==> config.mk <==
export PLATFORM = sky130hd
export DESIGN_NAME = cpusw_core
export DESIGN_NICKNAME = d
export VERILOG_FILES = /design/src/verilog/cpusw_ea.v /design/src/verilog/cpusw_core.v
export VERILOG_INCLUDE_DIRS = /design/src /design/src/verilog
export SDC_FILE = /design/constraint.sdc
export NUM_CORES = 1
export LEC_CHECK = 0
export BUFFER_PORTS_ARGS = -buffer_cell sky130_fd_sc_hd__buf_2
export CAP_MARGIN = 30
export CORE_MARGIN = 2
export CORE_UTILIZATION = 35
export DETAILED_ROUTE_END_ITERATION = 8
export PLACE_DENSITY_LB_ADDON = 0.12
export RECOVER_POWER = 100
export SYNTH_ARGS = -nofsm -noshare
export SYNTH_HDL_FRONTEND = slang
export SYNTH_HIERARCHICAL = 1
export SYNTH_SLANG_ARGS = --single-unit
==> constraint.sdc <==
create_clock -name CLOCK -period 9.45 [get_ports CLOCK]
set_input_delay 2.835 -clock CLOCK [delete_from_list [all_inputs] [get_ports CLOCK]]
set_output_delay 2.835 -clock CLOCK [all_outputs]
set_load 0.02 [all_outputs]
==> src/verilog/cpusw_defs.vh <==
// constants for the cpu core: opcodes, cycle budgets, flags, registers
// assumes includers add no prefix of their own; CSW_ names only
`ifndef CPUSW_DEFS_VH
`define CPUSW_DEFS_VH

// opcodes of this instruction group
`define CSW_OP_SOFT_IRQ 8'h83
`define CSW_OP_ACC_TO_IDX 8'h97
`define CSW_OP_IDX_TO_ACC 8'h9f
`define CSW_OP_WAIT 8'h8f
`define CSW_OP_PROBE_DIR 8'h3d
`define CSW_OP_PROBE_ACC 8'h4d
`define CSW_OP_PROBE_IDX 8'h5d
`define CSW_OP_PROBE_IX1 8'h6d
`define CSW_OP_PROBE_IX 8'h7d

// high nibbles of the general addressing-mode columns
`define CSW_NIB_IMM 4'ha
`define CSW_NIB_DIR 4'hb
`define CSW_NIB_EXT 4'hc
`define CSW_NIB_IX2 4'hd
`define CSW_NIB_IX1 4'he
`define CSW_NIB_IX 4'hf

// addressing modes
`define CSW_MODE_INH 3'd0
`define CSW_MODE_IMM 3'd1
`define CSW_MODE_DIR 3'd2
`define CSW_MODE_EXT 3'd3
`define CSW_MODE_IX2 3'd4
`define CSW_MODE_IX1 3'd5
`define CSW_MODE_IX 3'd6

// cycle budgets per instruction
`define CSW_CYC_SOFT_IRQ 4'd10
`define CSW_CYC_XFER 4'd2
`define CSW_CYC_WAIT 4'd2
`define CSW_CYC_PROBE_DIR 4'd4
`define CSW_CYC_PROBE_INH 4'd3
`define CSW_CYC_PROBE_IX1 4'd5
`define CSW_CYC_PROBE_IX 4'd4
`define CSW_CYC_GEN_IMM 4'd3
`define CSW_CYC_GEN_DIR 4'd4
`define CSW_CYC_GEN_EXT 4'd5
`define CSW_CYC_GEN_IX2 4'd6
`define CSW_CYC_GEN_IX1 4'd5
`define CSW_CYC_GEN_IX 4'd4
`define CSW_CYC_UNKNOWN 4'd2

// flags register bit positions and reset values
`define CSW_FL_H 4
`define CSW_FL_I 3
`define CSW_FL_N 2
`define CSW_FL_Z 1
`define CSW_FL_C 0
`define CSW_FL_RST 8'he8
`define CSW_FL_ONES 8'he0

// stack, program counter and vector
`define CSW_SP_RST 8'hff
`define CSW_SP_PAGE 8'h00
`define CSW_PC_RST 16'h0100
`define CSW_VEC_SOFT_HI 16'hfffc
`define CSW_VEC_SOFT_LO 16'hfffd
`define CSW_PUSH_LAST 3'd4

// software register port
`define CSW_RA_CTRL 4'h0
`define CSW_RA_ACC 4'h1
`define CSW_RA_IDX 4'h2
`define CSW_RA_SP 4'h3
`define CSW_RA_PCH 4'h4
`define CSW_RA_PCL 4'h5
`define CSW_RA_FLAGS 4'h6
`define CSW_RA_STAT 4'h7
`define CSW_RA_EAH 4'h8
`define CSW_RA_EAL 4'h9
`define CSW_RA_OPV 4'ha
`define CSW_CTRL_RUN 0
`define CSW_CTRL_WAKE 1
`define CSW_STAT_WAIT 0
`define CSW_STAT_UNK 1
`define CSW_STAT_BUSY 2

`endif

==> src/verilog/cpusw_ea.v <==
// effective address former for the operand addressing modes
// assumes operand bytes and index value are stable in the cycle used
`timescale 1ns/1ps
`include "cpusw_defs.vh"

module cpusw_ea (
   input wire [2:0] mode,
   input wire [7:0] hi_byte,
   input wire [7:0] lo_byte,
   input wire [7:0] index,
   output reg [15:0] ea
);
   always @* begin
      case (mode)
         `CSW_MODE_DIR: ea = {`CSW_SP_PAGE, lo_byte}; // RQ10
         `CSW_MODE_EXT: ea = {hi_byte, lo_byte}; // RQ8
         `CSW_MODE_IX2: ea = {hi_byte, lo_byte} + {`CSW_SP_PAGE, index}; // RQ9
         `CSW_MODE_IX1: ea = {`CSW_SP_PAGE, lo_byte} + {`CSW_SP_PAGE, index};
         `CSW_MODE_IX: ea = {`CSW_SP_PAGE, index};
         default: ea = {hi_byte, lo_byte};
      endcase
   end
endmodule

==> src/verilog/cpusw_core.v <==
// cpu core for interrupt, transfer, probe and wait opcodes
// assumes a memory on the same clock whose read data follow MEM_ADDR
// within the cycle; software registers on a plain strobe port
// Functional notes
// RQ1 - soft irq stacks pcl, pch, x, a, flags
// RQ2 - then sets mask, loads vector; 10 cycles
// RQ3 - opcode 97 copies acc to index, 2 cycles
// RQ4 - opcode 9f copies index to acc, 2 cycles
// RQ5 - probe sets only negative and zero flags
// RQ6 - probe opcodes 3d,4d,5d,6d,7d; dir/ix1 one byte
// RQ7 - wait clears mask, stops core, 2 cycles
// RQ8 - extended: high then low address byte
// RQ9 - word offset: high then low, plus index
// RQ10 - direct is page-zero address; immediate is value
// RQ11 - fixed vector pair; stacked pc skips opcode
`timescale 1ns/1ps
`include "cpusw_defs.vh"

module cpusw_core (
   input wire CLOCK,
   input wire RST_B,
   output reg [15:0] MEM_ADDR,
   output reg [7:0] MEM_WDATA,
   output reg MEM_RD,
   output reg MEM_WR,
   input wire [7:0] MEM_RDATA,
   input wire [3:0] REG_ADDR,
   input wire [7:0] REG_WDATA,
   input wire REG_WR,
   input wire REG_RD,
   output reg [7:0] REG_RDATA,
   input wire WAKE,
   output reg CPU_WAITING
);
   localparam [9:0] S_IDLE = 10'b0000000001;
   localparam [9:0] S_FETCH = 10'b0000000010;
   localparam [9:0] S_OPB1 = 10'b0000000100;
   localparam [9:0] S_OPB2 = 10'b0000001000;
   localparam [9:0] S_DATA = 10'b0000010000;
   localparam [9:0] S_PUSH = 10'b0000100000;
   localparam [9:0] S_VECH = 10'b0001000000;
   localparam [9:0] S_VECL = 10'b0010000000;
   localparam [9:0] S_PAD = 10'b0100000000;
   localparam [9:0] S_WAIT = 10'b1000000000;

   reg [9:0] state_r;
   reg [7:0] acc_r;
   reg [7:0] idx_r;
   reg [7:0] sp_r;
   reg [15:0] pc_r;
   reg [7:0] flags_r;
   reg [7:0] opcode_r;
   reg [2:0] mode_r;
   reg [3:0] budget_r;
   reg [3:0] cyc_r;
   reg [2:0] push_r;
   reg [7:0] ophi_r;
   reg [15:0] ea_r;
   reg [7:0] opv_r;
   reg probe_r;
   reg halt_pend_r;
   reg run_r;
   reg unk_r;
   reg wake_s1_r;
   reg wake_s2_r;

   wire [15:0] pc_inc = pc_r + 16'h0001;
   wire [3:0] cyc_now = cyc_r + 4'h1;
   wire [15:0] ea_one;
   wire [15:0] ea_two;
   wire [15:0] ea_ix;
   wire wake_hit = wake_s2_r | (REG_WR & (REG_ADDR == `CSW_RA_CTRL) &
                                REG_WDATA[`CSW_CTRL_WAKE]);
   wire sw_write = REG_WR & ~run_r;
   wire unk_set = (state_r == S_FETCH) && (op_mode(MEM_RDATA) == `CSW_MODE_INH) &&
                  !is_known(MEM_RDATA);

   // addressing mode of an opcode; inherent for the fixed group except probes 3d, 6d and 7d
   function [2:0] op_mode;
      input [7:0] op;
      begin
         case (op)
            `CSW_OP_PROBE_DIR: op_mode = `CSW_MODE_DIR; // RQ6
            `CSW_OP_PROBE_IX1: op_mode = `CSW_MODE_IX1;
            `CSW_OP_PROBE_IX: op_mode = `CSW_MODE_IX;
            default: begin
               case (op[7:4])
                  `CSW_NIB_IMM: op_mode = `CSW_MODE_IMM;
                  `CSW_NIB_DIR: op_mode = `CSW_MODE_DIR;
                  `CSW_NIB_EXT: op_mode = `CSW_MODE_EXT;
                  `CSW_NIB_IX2: op_mode = `CSW_MODE_IX2;
                  `CSW_NIB_IX1: op_mode = `CSW_MODE_IX1;
                  `CSW_NIB_IX: op_mode = `CSW_MODE_IX;
                  default: op_mode = `CSW_MODE_INH;
               endcase
            end
         endcase
      end
   endfunction

   function is_probe;
      input [7:0] op;
      begin
         is_probe = (op == `CSW_OP_PROBE_DIR) || (op == `CSW_OP_PROBE_ACC) ||
                    (op == `CSW_OP_PROBE_IDX) || (op == `CSW_OP_PROBE_IX1) ||
                    (op == `CSW_OP_PROBE_IX);
      end
   endfunction

   function is_known;
      input [7:0] op;
      begin
         is_known = is_probe(op) || (op == `CSW_OP_SOFT_IRQ) ||
                    (op == `CSW_OP_ACC_TO_IDX) || (op == `CSW_OP_IDX_TO_ACC) ||
                    (op == `CSW_OP_WAIT);
      end
   endfunction

   // total cycles per opcode, padded to by the pad state
   function [3:0] op_cycles;
      input [7:0] op;
      begin
         case (op)
            `CSW_OP_SOFT_IRQ: op_cycles = `CSW_CYC_SOFT_IRQ; // RQ2
            `CSW_OP_ACC_TO_IDX: op_cycles = `CSW_CYC_XFER; // RQ3
            `CSW_OP_IDX_TO_ACC: op_cycles = `CSW_CYC_XFER; // RQ4
            `CSW_OP_WAIT: op_cycles = `CSW_CYC_WAIT; // RQ7
            `CSW_OP_PROBE_DIR: op_cycles = `CSW_CYC_PROBE_DIR;
            `CSW_OP_PROBE_ACC: op_cycles = `CSW_CYC_PROBE_INH;
            `CSW_OP_PROBE_IDX: op_cycles = `CSW_CYC_PROBE_INH;
            `CSW_OP_PROBE_IX1: op_cycles = `CSW_CYC_PROBE_IX1;
            `CSW_OP_PROBE_IX: op_cycles = `CSW_CYC_PROBE_IX;
            default: begin
               case (op_mode(op))
                  `CSW_MODE_IMM: op_cycles = `CSW_CYC_GEN_IMM;
                  `CSW_MODE_DIR: op_cycles = `CSW_CYC_GEN_DIR;
                  `CSW_MODE_EXT: op_cycles = `CSW_CYC_GEN_EXT;
                  `CSW_MODE_IX2: op_cycles = `CSW_CYC_GEN_IX2;
                  `CSW_MODE_IX1: op_cycles = `CSW_CYC_GEN_IX1;
                  `CSW_MODE_IX: op_cycles = `CSW_CYC_GEN_IX;
                  default: op_cycles = `CSW_CYC_UNKNOWN;
               endcase
            end
         endcase
      end
   endfunction

   // stacked byte by push step
   function [7:0] push_byte;
      input [2:0] step;
      input [15:0] pc;
      input [7:0] x;
      input [7:0] a;
      input [7:0] fl;
      begin
         case (step)
            3'd0: push_byte = pc[7:0];
            3'd1: push_byte = pc[15:8];
            3'd2: push_byte = x;
            3'd3: push_byte = a;
            default: push_byte = fl;
         endcase
      end
   endfunction

   // negative and zero from a value minus zero
   function [7:0] probe_flags;
      input [7:0] fl;
      input [7:0] v;
      reg [7:0] t;
      begin
         t = fl;
         t[`CSW_FL_N] = v[7];
         t[`CSW_FL_Z] = (v == 8'h00);
         probe_flags = t;
      end
   endfunction

   cpusw_ea u_ea_one (
      .mode(mode_r),
      .hi_byte(8'h00),
      .lo_byte(MEM_RDATA),
      .index(idx_r),
      .ea(ea_one)
   );

   cpusw_ea u_ea_two (
      .mode(mode_r),
      .hi_byte(ophi_r),
      .lo_byte(MEM_RDATA),
      .index(idx_r),
      .ea(ea_two)
   );

   cpusw_ea u_ea_ix (
      .mode(`CSW_MODE_IX),
      .hi_byte(8'h00),
      .lo_byte(8'h00),
      .index(idx_r),
      .ea(ea_ix)
   );

   always @(posedge CLOCK) begin
      if (!RST_B) begin
         wake_s1_r <= 1'b0;
         wake_s2_r <= 1'b0;
      end else begin
         wake_s1_r <= WAKE;
         wake_s2_r <= wake_s1_r;
      end
   end

   always @(posedge CLOCK) begin
      if (!RST_B) begin
         state_r <= S_IDLE;
         acc_r <= 8'h00;
         idx_r <= 8'h00;
         sp_r <= `CSW_SP_RST;
         pc_r <= `CSW_PC_RST;
         flags_r <= `CSW_FL_RST;
         opcode_r <= 8'h00;
         mode_r <= `CSW_MODE_INH;
         budget_r <= 4'h0;
         cyc_r <= 4'h0;
         push_r <= 3'd0;
         ophi_r <= 8'h00;
         ea_r <= 16'h0000;
         opv_r <= 8'h00;
         probe_r <= 1'b0;
         halt_pend_r <= 1'b0;
         run_r <= 1'b0;
         unk_r <= 1'b0;
         MEM_ADDR <= 16'h0000;
         MEM_WDATA <= 8'h00;
         MEM_RD <= 1'b0;
         MEM_WR <= 1'b0;
         CPU_WAITING <= 1'b0;
      end else begin
         MEM_RD <= 1'b0;
         MEM_WR <= 1'b0;
         if (REG_WR && REG_ADDR == `CSW_RA_CTRL)
            run_r <= REG_WDATA[`CSW_CTRL_RUN];
         if (unk_set)
            unk_r <= 1'b1;
         else if (REG_WR && REG_ADDR == `CSW_RA_STAT && REG_WDATA[`CSW_STAT_UNK])
            unk_r <= 1'b0;
         if (sw_write) begin
            case (REG_ADDR)
               `CSW_RA_ACC: acc_r <= REG_WDATA;
               `CSW_RA_IDX: idx_r <= REG_WDATA;
               `CSW_RA_SP: sp_r <= REG_WDATA;
               `CSW_RA_PCH: pc_r[15:8] <= REG_WDATA;
               `CSW_RA_PCL: pc_r[7:0] <= REG_WDATA;
               `CSW_RA_FLAGS: flags_r <= REG_WDATA | `CSW_FL_ONES;
               default: ;
            endcase
         end
         case (state_r)
            S_IDLE: begin
               if (run_r && !sw_write) begin
                  state_r <= S_FETCH;
                  MEM_ADDR <= pc_r;
                  MEM_RD <= 1'b1;
               end
            end
            S_FETCH: begin
               opcode_r <= MEM_RDATA;
               mode_r <= op_mode(MEM_RDATA);
               budget_r <= op_cycles(MEM_RDATA);
               probe_r <= is_probe(MEM_RDATA);
               cyc_r <= cyc_now;
               pc_r <= pc_inc; // RQ11
               state_r <= S_PAD;
               case (MEM_RDATA)
                  `CSW_OP_SOFT_IRQ: begin
                     state_r <= S_PUSH; // RQ1
                     push_r <= 3'd0;
                     MEM_ADDR <= {`CSW_SP_PAGE, sp_r};
                     MEM_WDATA <= push_byte(3'd0, pc_inc, idx_r, acc_r, flags_r);
                     MEM_WR <= 1'b1;
                  end
                  `CSW_OP_ACC_TO_IDX: idx_r <= acc_r; // RQ3
                  `CSW_OP_IDX_TO_ACC: acc_r <= idx_r; // RQ4
                  `CSW_OP_WAIT: begin
                     flags_r[`CSW_FL_I] <= 1'b0; // RQ7
                     halt_pend_r <= 1'b1;
                  end
                  `CSW_OP_PROBE_ACC: flags_r <= probe_flags(flags_r, acc_r); // RQ5
                  `CSW_OP_PROBE_IDX: flags_r <= probe_flags(flags_r, idx_r); // RQ5
                  default: begin
                     if (op_mode(MEM_RDATA) == `CSW_MODE_IX) begin
                        state_r <= S_DATA;
                        ea_r <= ea_ix;
                        MEM_ADDR <= ea_ix;
                        MEM_RD <= 1'b1;
                     end else if (op_mode(MEM_RDATA) != `CSW_MODE_INH) begin
                        state_r <= S_OPB1;
                        MEM_ADDR <= pc_inc;
                        MEM_RD <= 1'b1;
                     end
                  end
               endcase
            end
            S_OPB1: begin
               cyc_r <= cyc_now;
               pc_r <= pc_inc;
               if (mode_r == `CSW_MODE_EXT || mode_r == `CSW_MODE_IX2) begin
                  ophi_r <= MEM_RDATA; // RQ8
                  state_r <= S_OPB2;
                  MEM_ADDR <= pc_inc;
                  MEM_RD <= 1'b1;
               end else if (mode_r == `CSW_MODE_IMM) begin
                  opv_r <= MEM_RDATA; // RQ10
                  state_r <= S_PAD;
               end else begin
                  ea_r <= ea_one; // RQ10
                  state_r <= S_DATA;
                  MEM_ADDR <= ea_one;
                  MEM_RD <= 1'b1;
               end
            end
            S_OPB2: begin
               cyc_r <= cyc_now;
               pc_r <= pc_inc;
               ea_r <= ea_two; // RQ9
               state_r <= S_DATA;
               MEM_ADDR <= ea_two;
               MEM_RD <= 1'b1;
            end
            S_DATA: begin
               cyc_r <= cyc_now;
               opv_r <= MEM_RDATA;
               if (probe_r)
                  flags_r <= probe_flags(flags_r, MEM_RDATA); // RQ5
               state_r <= S_PAD;
            end
            S_PUSH: begin
               cyc_r <= cyc_now;
               sp_r <= sp_r - 8'h01; // RQ1
               push_r <= push_r + 3'd1;
               if (push_r == `CSW_PUSH_LAST) begin
                  flags_r[`CSW_FL_I] <= 1'b1; // RQ2
                  state_r <= S_VECH;
                  MEM_ADDR <= `CSW_VEC_SOFT_HI; // RQ11
                  MEM_RD <= 1'b1;
               end else begin
                  MEM_ADDR <= {`CSW_SP_PAGE, sp_r - 8'h01};
                  MEM_WDATA <= push_byte(push_r + 3'd1, pc_r, idx_r, acc_r, flags_r);
                  MEM_WR <= 1'b1;
               end
            end
            S_VECH: begin
               cyc_r <= cyc_now;
               pc_r[15:8] <= MEM_RDATA; // RQ2
               state_r <= S_VECL;
               MEM_ADDR <= `CSW_VEC_SOFT_LO;
               MEM_RD <= 1'b1;
            end
            S_VECL: begin
               cyc_r <= cyc_now;
               pc_r[7:0] <= MEM_RDATA;
               state_r <= S_PAD;
            end
            S_PAD: begin
               cyc_r <= cyc_now;
               if (cyc_now >= budget_r) begin
                  cyc_r <= 4'h0;
                  halt_pend_r <= 1'b0;
                  if (halt_pend_r) begin
                     state_r <= S_WAIT; // RQ7
                     CPU_WAITING <= 1'b1;
                  end else if (run_r) begin
                     state_r <= S_FETCH;
                     MEM_ADDR <= pc_r;
                     MEM_RD <= 1'b1;
                  end else
                     state_r <= S_IDLE;
               end
            end
            S_WAIT: begin
               if (wake_hit) begin
                  CPU_WAITING <= 1'b0;
                  state_r <= S_IDLE;
               end
            end
            default: state_r <= S_IDLE;
         endcase
      end
   end

   always @(posedge CLOCK) begin
      if (!RST_B)
         REG_RDATA <= 8'h00;
      else if (REG_RD) begin
         case (REG_ADDR)
            `CSW_RA_CTRL: REG_RDATA <= {7'h00, run_r};
            `CSW_RA_ACC: REG_RDATA <= acc_r;
            `CSW_RA_IDX: REG_RDATA <= idx_r;
            `CSW_RA_SP: REG_RDATA <= sp_r;
            `CSW_RA_PCH: REG_RDATA <= pc_r[15:8];
            `CSW_RA_PCL: REG_RDATA <= pc_r[7:0];
            `CSW_RA_FLAGS: REG_RDATA <= flags_r;
            `CSW_RA_STAT: REG_RDATA <= {5'h00, (state_r != S_IDLE) && (state_r != S_WAIT),
                                        unk_r, state_r == S_WAIT};
            `CSW_RA_EAH: REG_RDATA <= ea_r[15:8];
            `CSW_RA_EAL: REG_RDATA <= ea_r[7:0];
            `CSW_RA_OPV: REG_RDATA <= opv_r;
            default: REG_RDATA <= 8'h00;
         endcase
      end else
         REG_RDATA <= 8'h00;
   end
endmodule

==> results by group <==
Status
  – Outcome: finished, violations left
  – Failing checks: max-capacitance violations, max-slew violations

Global routing
  – Vias in the first global route: 11.5k
  – Total global routing overflow: 0
  – First-pass GRT wire length: ~72000 um
  – Initial antenna violation count: 1
  – Largest net degree at the start of global routing: 59
  – Total track usage: 0.283

Detailed routing
  – M1 WL: about 21000 um
  – Met2 WL: 20600 um
  – Post-Route WL: 47900 um
  – Max layer used: met4
  – Residual DRC: 0
  – Drt pass-1 iters: 5
  – WL met3: around 3900 um
  – DR vias: roughly 12k
  – DRT antenna net count: 0
  – WL/cell: 22.8 um
  – DRT iter0 DRCs: 1231
  – DR vias/cell: 5.92

CTS
  – PostCTS Resize Cnt: 0
  – TritonCTS clock tree: done
  – Hold buffer count at cts: 0
  – Post-CTS Setup Repair Bufs: 0
  – Htree depth: 4
  – Total CTS buffers: 17
  – Clock transition at the registers of the reported paths: 0.07 ns
  – CTS Sinks: roughly 150
  – Clock Path Buffers: 2
  – Worst skew pair latency: 0.45 ns
  – Clock root cell: clkbuf_16

Yosys
  – Synthesis-stage register bit count: about 150
  – Async SR Flop Fraction: 0
  – EDFF count, synth: 0
  – Commonest register cell after synthesis: dfxtp_1
  – Post-synth top area cell: dfxtp_1
  – Synthesized instance count: 1550
  – YS warnings: 6
  – Seq/Total Area, Yosys: 0.254
  – Netlist cell types: 86
  – Syn Std Cell Area: 0.0114 sq mm
  – Synth area leaders: dfxtp_1 25%, nor2_1 6.5%, nand2_1 4.9%, o21ai_0 4.5%, a21oi_1 4.4%
  – Synth Area per Inst: 7.38 sq um
  – Area share of the leading cell type in the synthesized netlist: 0.254

Final layout
  – # diodes: 0
  – Layout overhead on the synthesized area: 13.2%
  – Final nets: between 1.5k and 2k
  – Ratio of cells with drive above 1 in the final layout: 0.0719
  – Post-route insts no fill: 2098
  – Final instance area: 0.0130 sq mm

Die
  – Core ar.: between 0.03 and 0.04 sq mm
  – Top-Level Pins: 60
  – Std-Cell Rows: 66
  – Die W: 185 um
  – Die area: 0.0342 sq mm
  – Die Height: ~180 um
  – Starting Density: 0.354

Critical path
  – CP required: 9.83 ns
  – Worst-path cell chain: buf_2, clkbuf_1, inv_1, nor4_4, a32o_1
  – Startpoint Class: input pin
  – CP Capture Type: register
  – Kind of critical path: in2reg
  – Critical Path AT: approximately 7.0 ns
  – Critical Path Fanout Max: 43
  – Largest stage delay on the critical path: 1.53 ns
  – Slowest-stage cell, CP: clkbuf_1
  – R2R depth: 8

Pwr
  – Net Switching: 576 uW
  – Clock power frac: 0.417
  – Comb power frac: 0.198
  – Peak supply drop: about 0.12 mV
  – Sequential power share: 0.385
  – Sw frac: 0.334
  – Design Power: approximately 1.7 mW
  – P per Cell Area: 133 mW/mm^2
  – Cell Int Power: 1.15 mW
  – Static Leakage: slightly below 5 nW

Placement
  – PortBufs: 59
  – Cells after DPL: slightly above 2k
  – GPL Wtd Cong: 0.993
  – Dpl hpwl: 35000 um
  – Post-DP Area: 0.0124 sq mm

STA
  – Final Hold Fails: 0
  – Max-slew violation count: 78
  – Final setup fails: 0
  – Setup TNS: 0 ns
  – RSZ-0062 raised after global routing: no
  – Worst slew margin: -0.447
  – Slew @ Worst Pin: ~2.2 ns
  – Fin crit share: 0.698
  – Max Fclk: 0.152 GHz
  – Final critical-path required period: between 6 and 7 ns
  – Max Clock Skew: 0.0114 ns

Hold path
  – Worst hold stages: 1
  – Hold/Removal Path Class: reg2reg

Run
  – Max Cap Violations: 3
-- layout make-up --
type	count	area, sq um
Sequential cell	145	2900
Clock buffer	18	439
Multi-Input combinational cell	1358	8330
Fill cell	3475	19400
Inverter	37	139
Tap cell	442	553
Timing Repair Buffer	84	429
Clock inverter	14	166
-- state kept, by name (all words and copies together) (netlist names), 4 cells and up --
signal / cells
pc_r: 16
opv_r: 8
flags_r: 8
ea_r: 16
budget_r: 4
acc_r: 8
idx_r: 8
REG_RDATA: 8
state_r: 10
sp_r: 8
cyc_r: 4
MEM_WDATA: 8
MEM_ADDR: 16
ophi_r: 8
-- power groups by stage --
stage	sequential (mW)	combinational [mW]	clock, mW
detailed placement	0.676	0.328	0
global route	0.664	0.373	0.757
CTS	0.662	0.329	0.732
floorplan	0.662	0.238	0
finish	0.664	0.342	0.719
global placement	0.676	0.327	0
-- worst max-delay path: cells and delay by family --
| kind | cells | cell delay [ns] |
|---|---|---|
| buf+inv | 3 | 2.69 |
| simple gates | 1 | 1.12 |
| compound gates | 1 | 0.29 |
-- synth_stat cells (10+ instances only) --
cell	n
a22oi_1	23
nand2_1	150
dfxtp_1	145
nand3b_1	13
nor4_1	18
ha_1	37
a221oi_1	16
or3_1	22
a22o_1	18
xnor2_1	25
o21ai_0	102
inv_1	36
a31oi_1	18
a21oi_1	100
nor2b_1	21
a21o_1	10
nand3_1	62
o211ai_1	21
and2_1	19
nor2_1	199
a311oi_1	23
nand2b_1	19
a211oi_1	36
nand4_1	10
nor3_1	40
or4_1	15
a32o_1	15
clkbuf_1	85
buf_2	22
mux2i_1	33
xor2_1	12
and3_1	11
-- layout by cell type (no fill, tap or decap), types with 15 or more instances in the layout --
cell type,Yosys,layout
nor4_1,18,18
nor3_1,40,40
a32o_1,15,15
a22o_1,18,18
nor2b_1,21,21
a22oi_1,23,23
buf_4,1,23
a311oi_1,23,23
clkbuf_1,85,39
a31oi_1,18,18
a221oi_1,16,16
o211ai_1,21,21
buf_2,22,22
conb_1,2,108
nor2_1,199,199
clkbuf_16,0,17
or4_1,15,15
dfxtp_1,145,145
o21ai_0,102,102
or3_1,22,22
a21oi_1,100,100
inv_1,36,37
mux2i_1,33,33
ha_1,37,37
and2_1,19,16
nand2_1,150,150
xnor2_1,25,25
nand2b_1,19,19
a211oi_1,36,36
nand3_1,62,62
-- kinds of logic (layout without fill, tap and decap cells) --
logic type	count (synthesis)	in the layout	synth area share
compound gates	493	493	0.304
xor+xnor	37	37	0.0283
other cells	2	108	0.000656
simple gates	640	640	0.277
flops	145	145	0.254
fa+ha+maj	40	40	0.0457
mux	40	40	0.0357
buf+inv	153	153	0.0542
-- worst paths after layout --
path / from / endpoint / slack [ns]
worst min register to register: wake_s1_r / wake_s2_r / 0.43
worst max register to register: state_r[4] / ea_r[0] / 5.72
worst max-delay path: RST_B / MEM_ADDR[11] / 2.85
worst min-delay path: wake_s1_r / wake_s2_r / 0.43
-- stage by stage --
step	hold slack, ns	setup WS, ns	util
after CTS	0.433	3.85	0.402
after floorplan	0.412	4.28	-
after global placement	0.423	3.52	0.383
final	0.434	2.85	0.400
after global routing	0.459	2.62	0.400
after detailed placement	0.422	3.40	0.383
-- per-layer routing --
layer,vias to the layer above,track usage
met1,5844,0.394
li1,5878,-
met2,588,0.429
met3,110,0.0545
met4,0,0.113
met5,-,0
(Power assumes the default switching activity.)
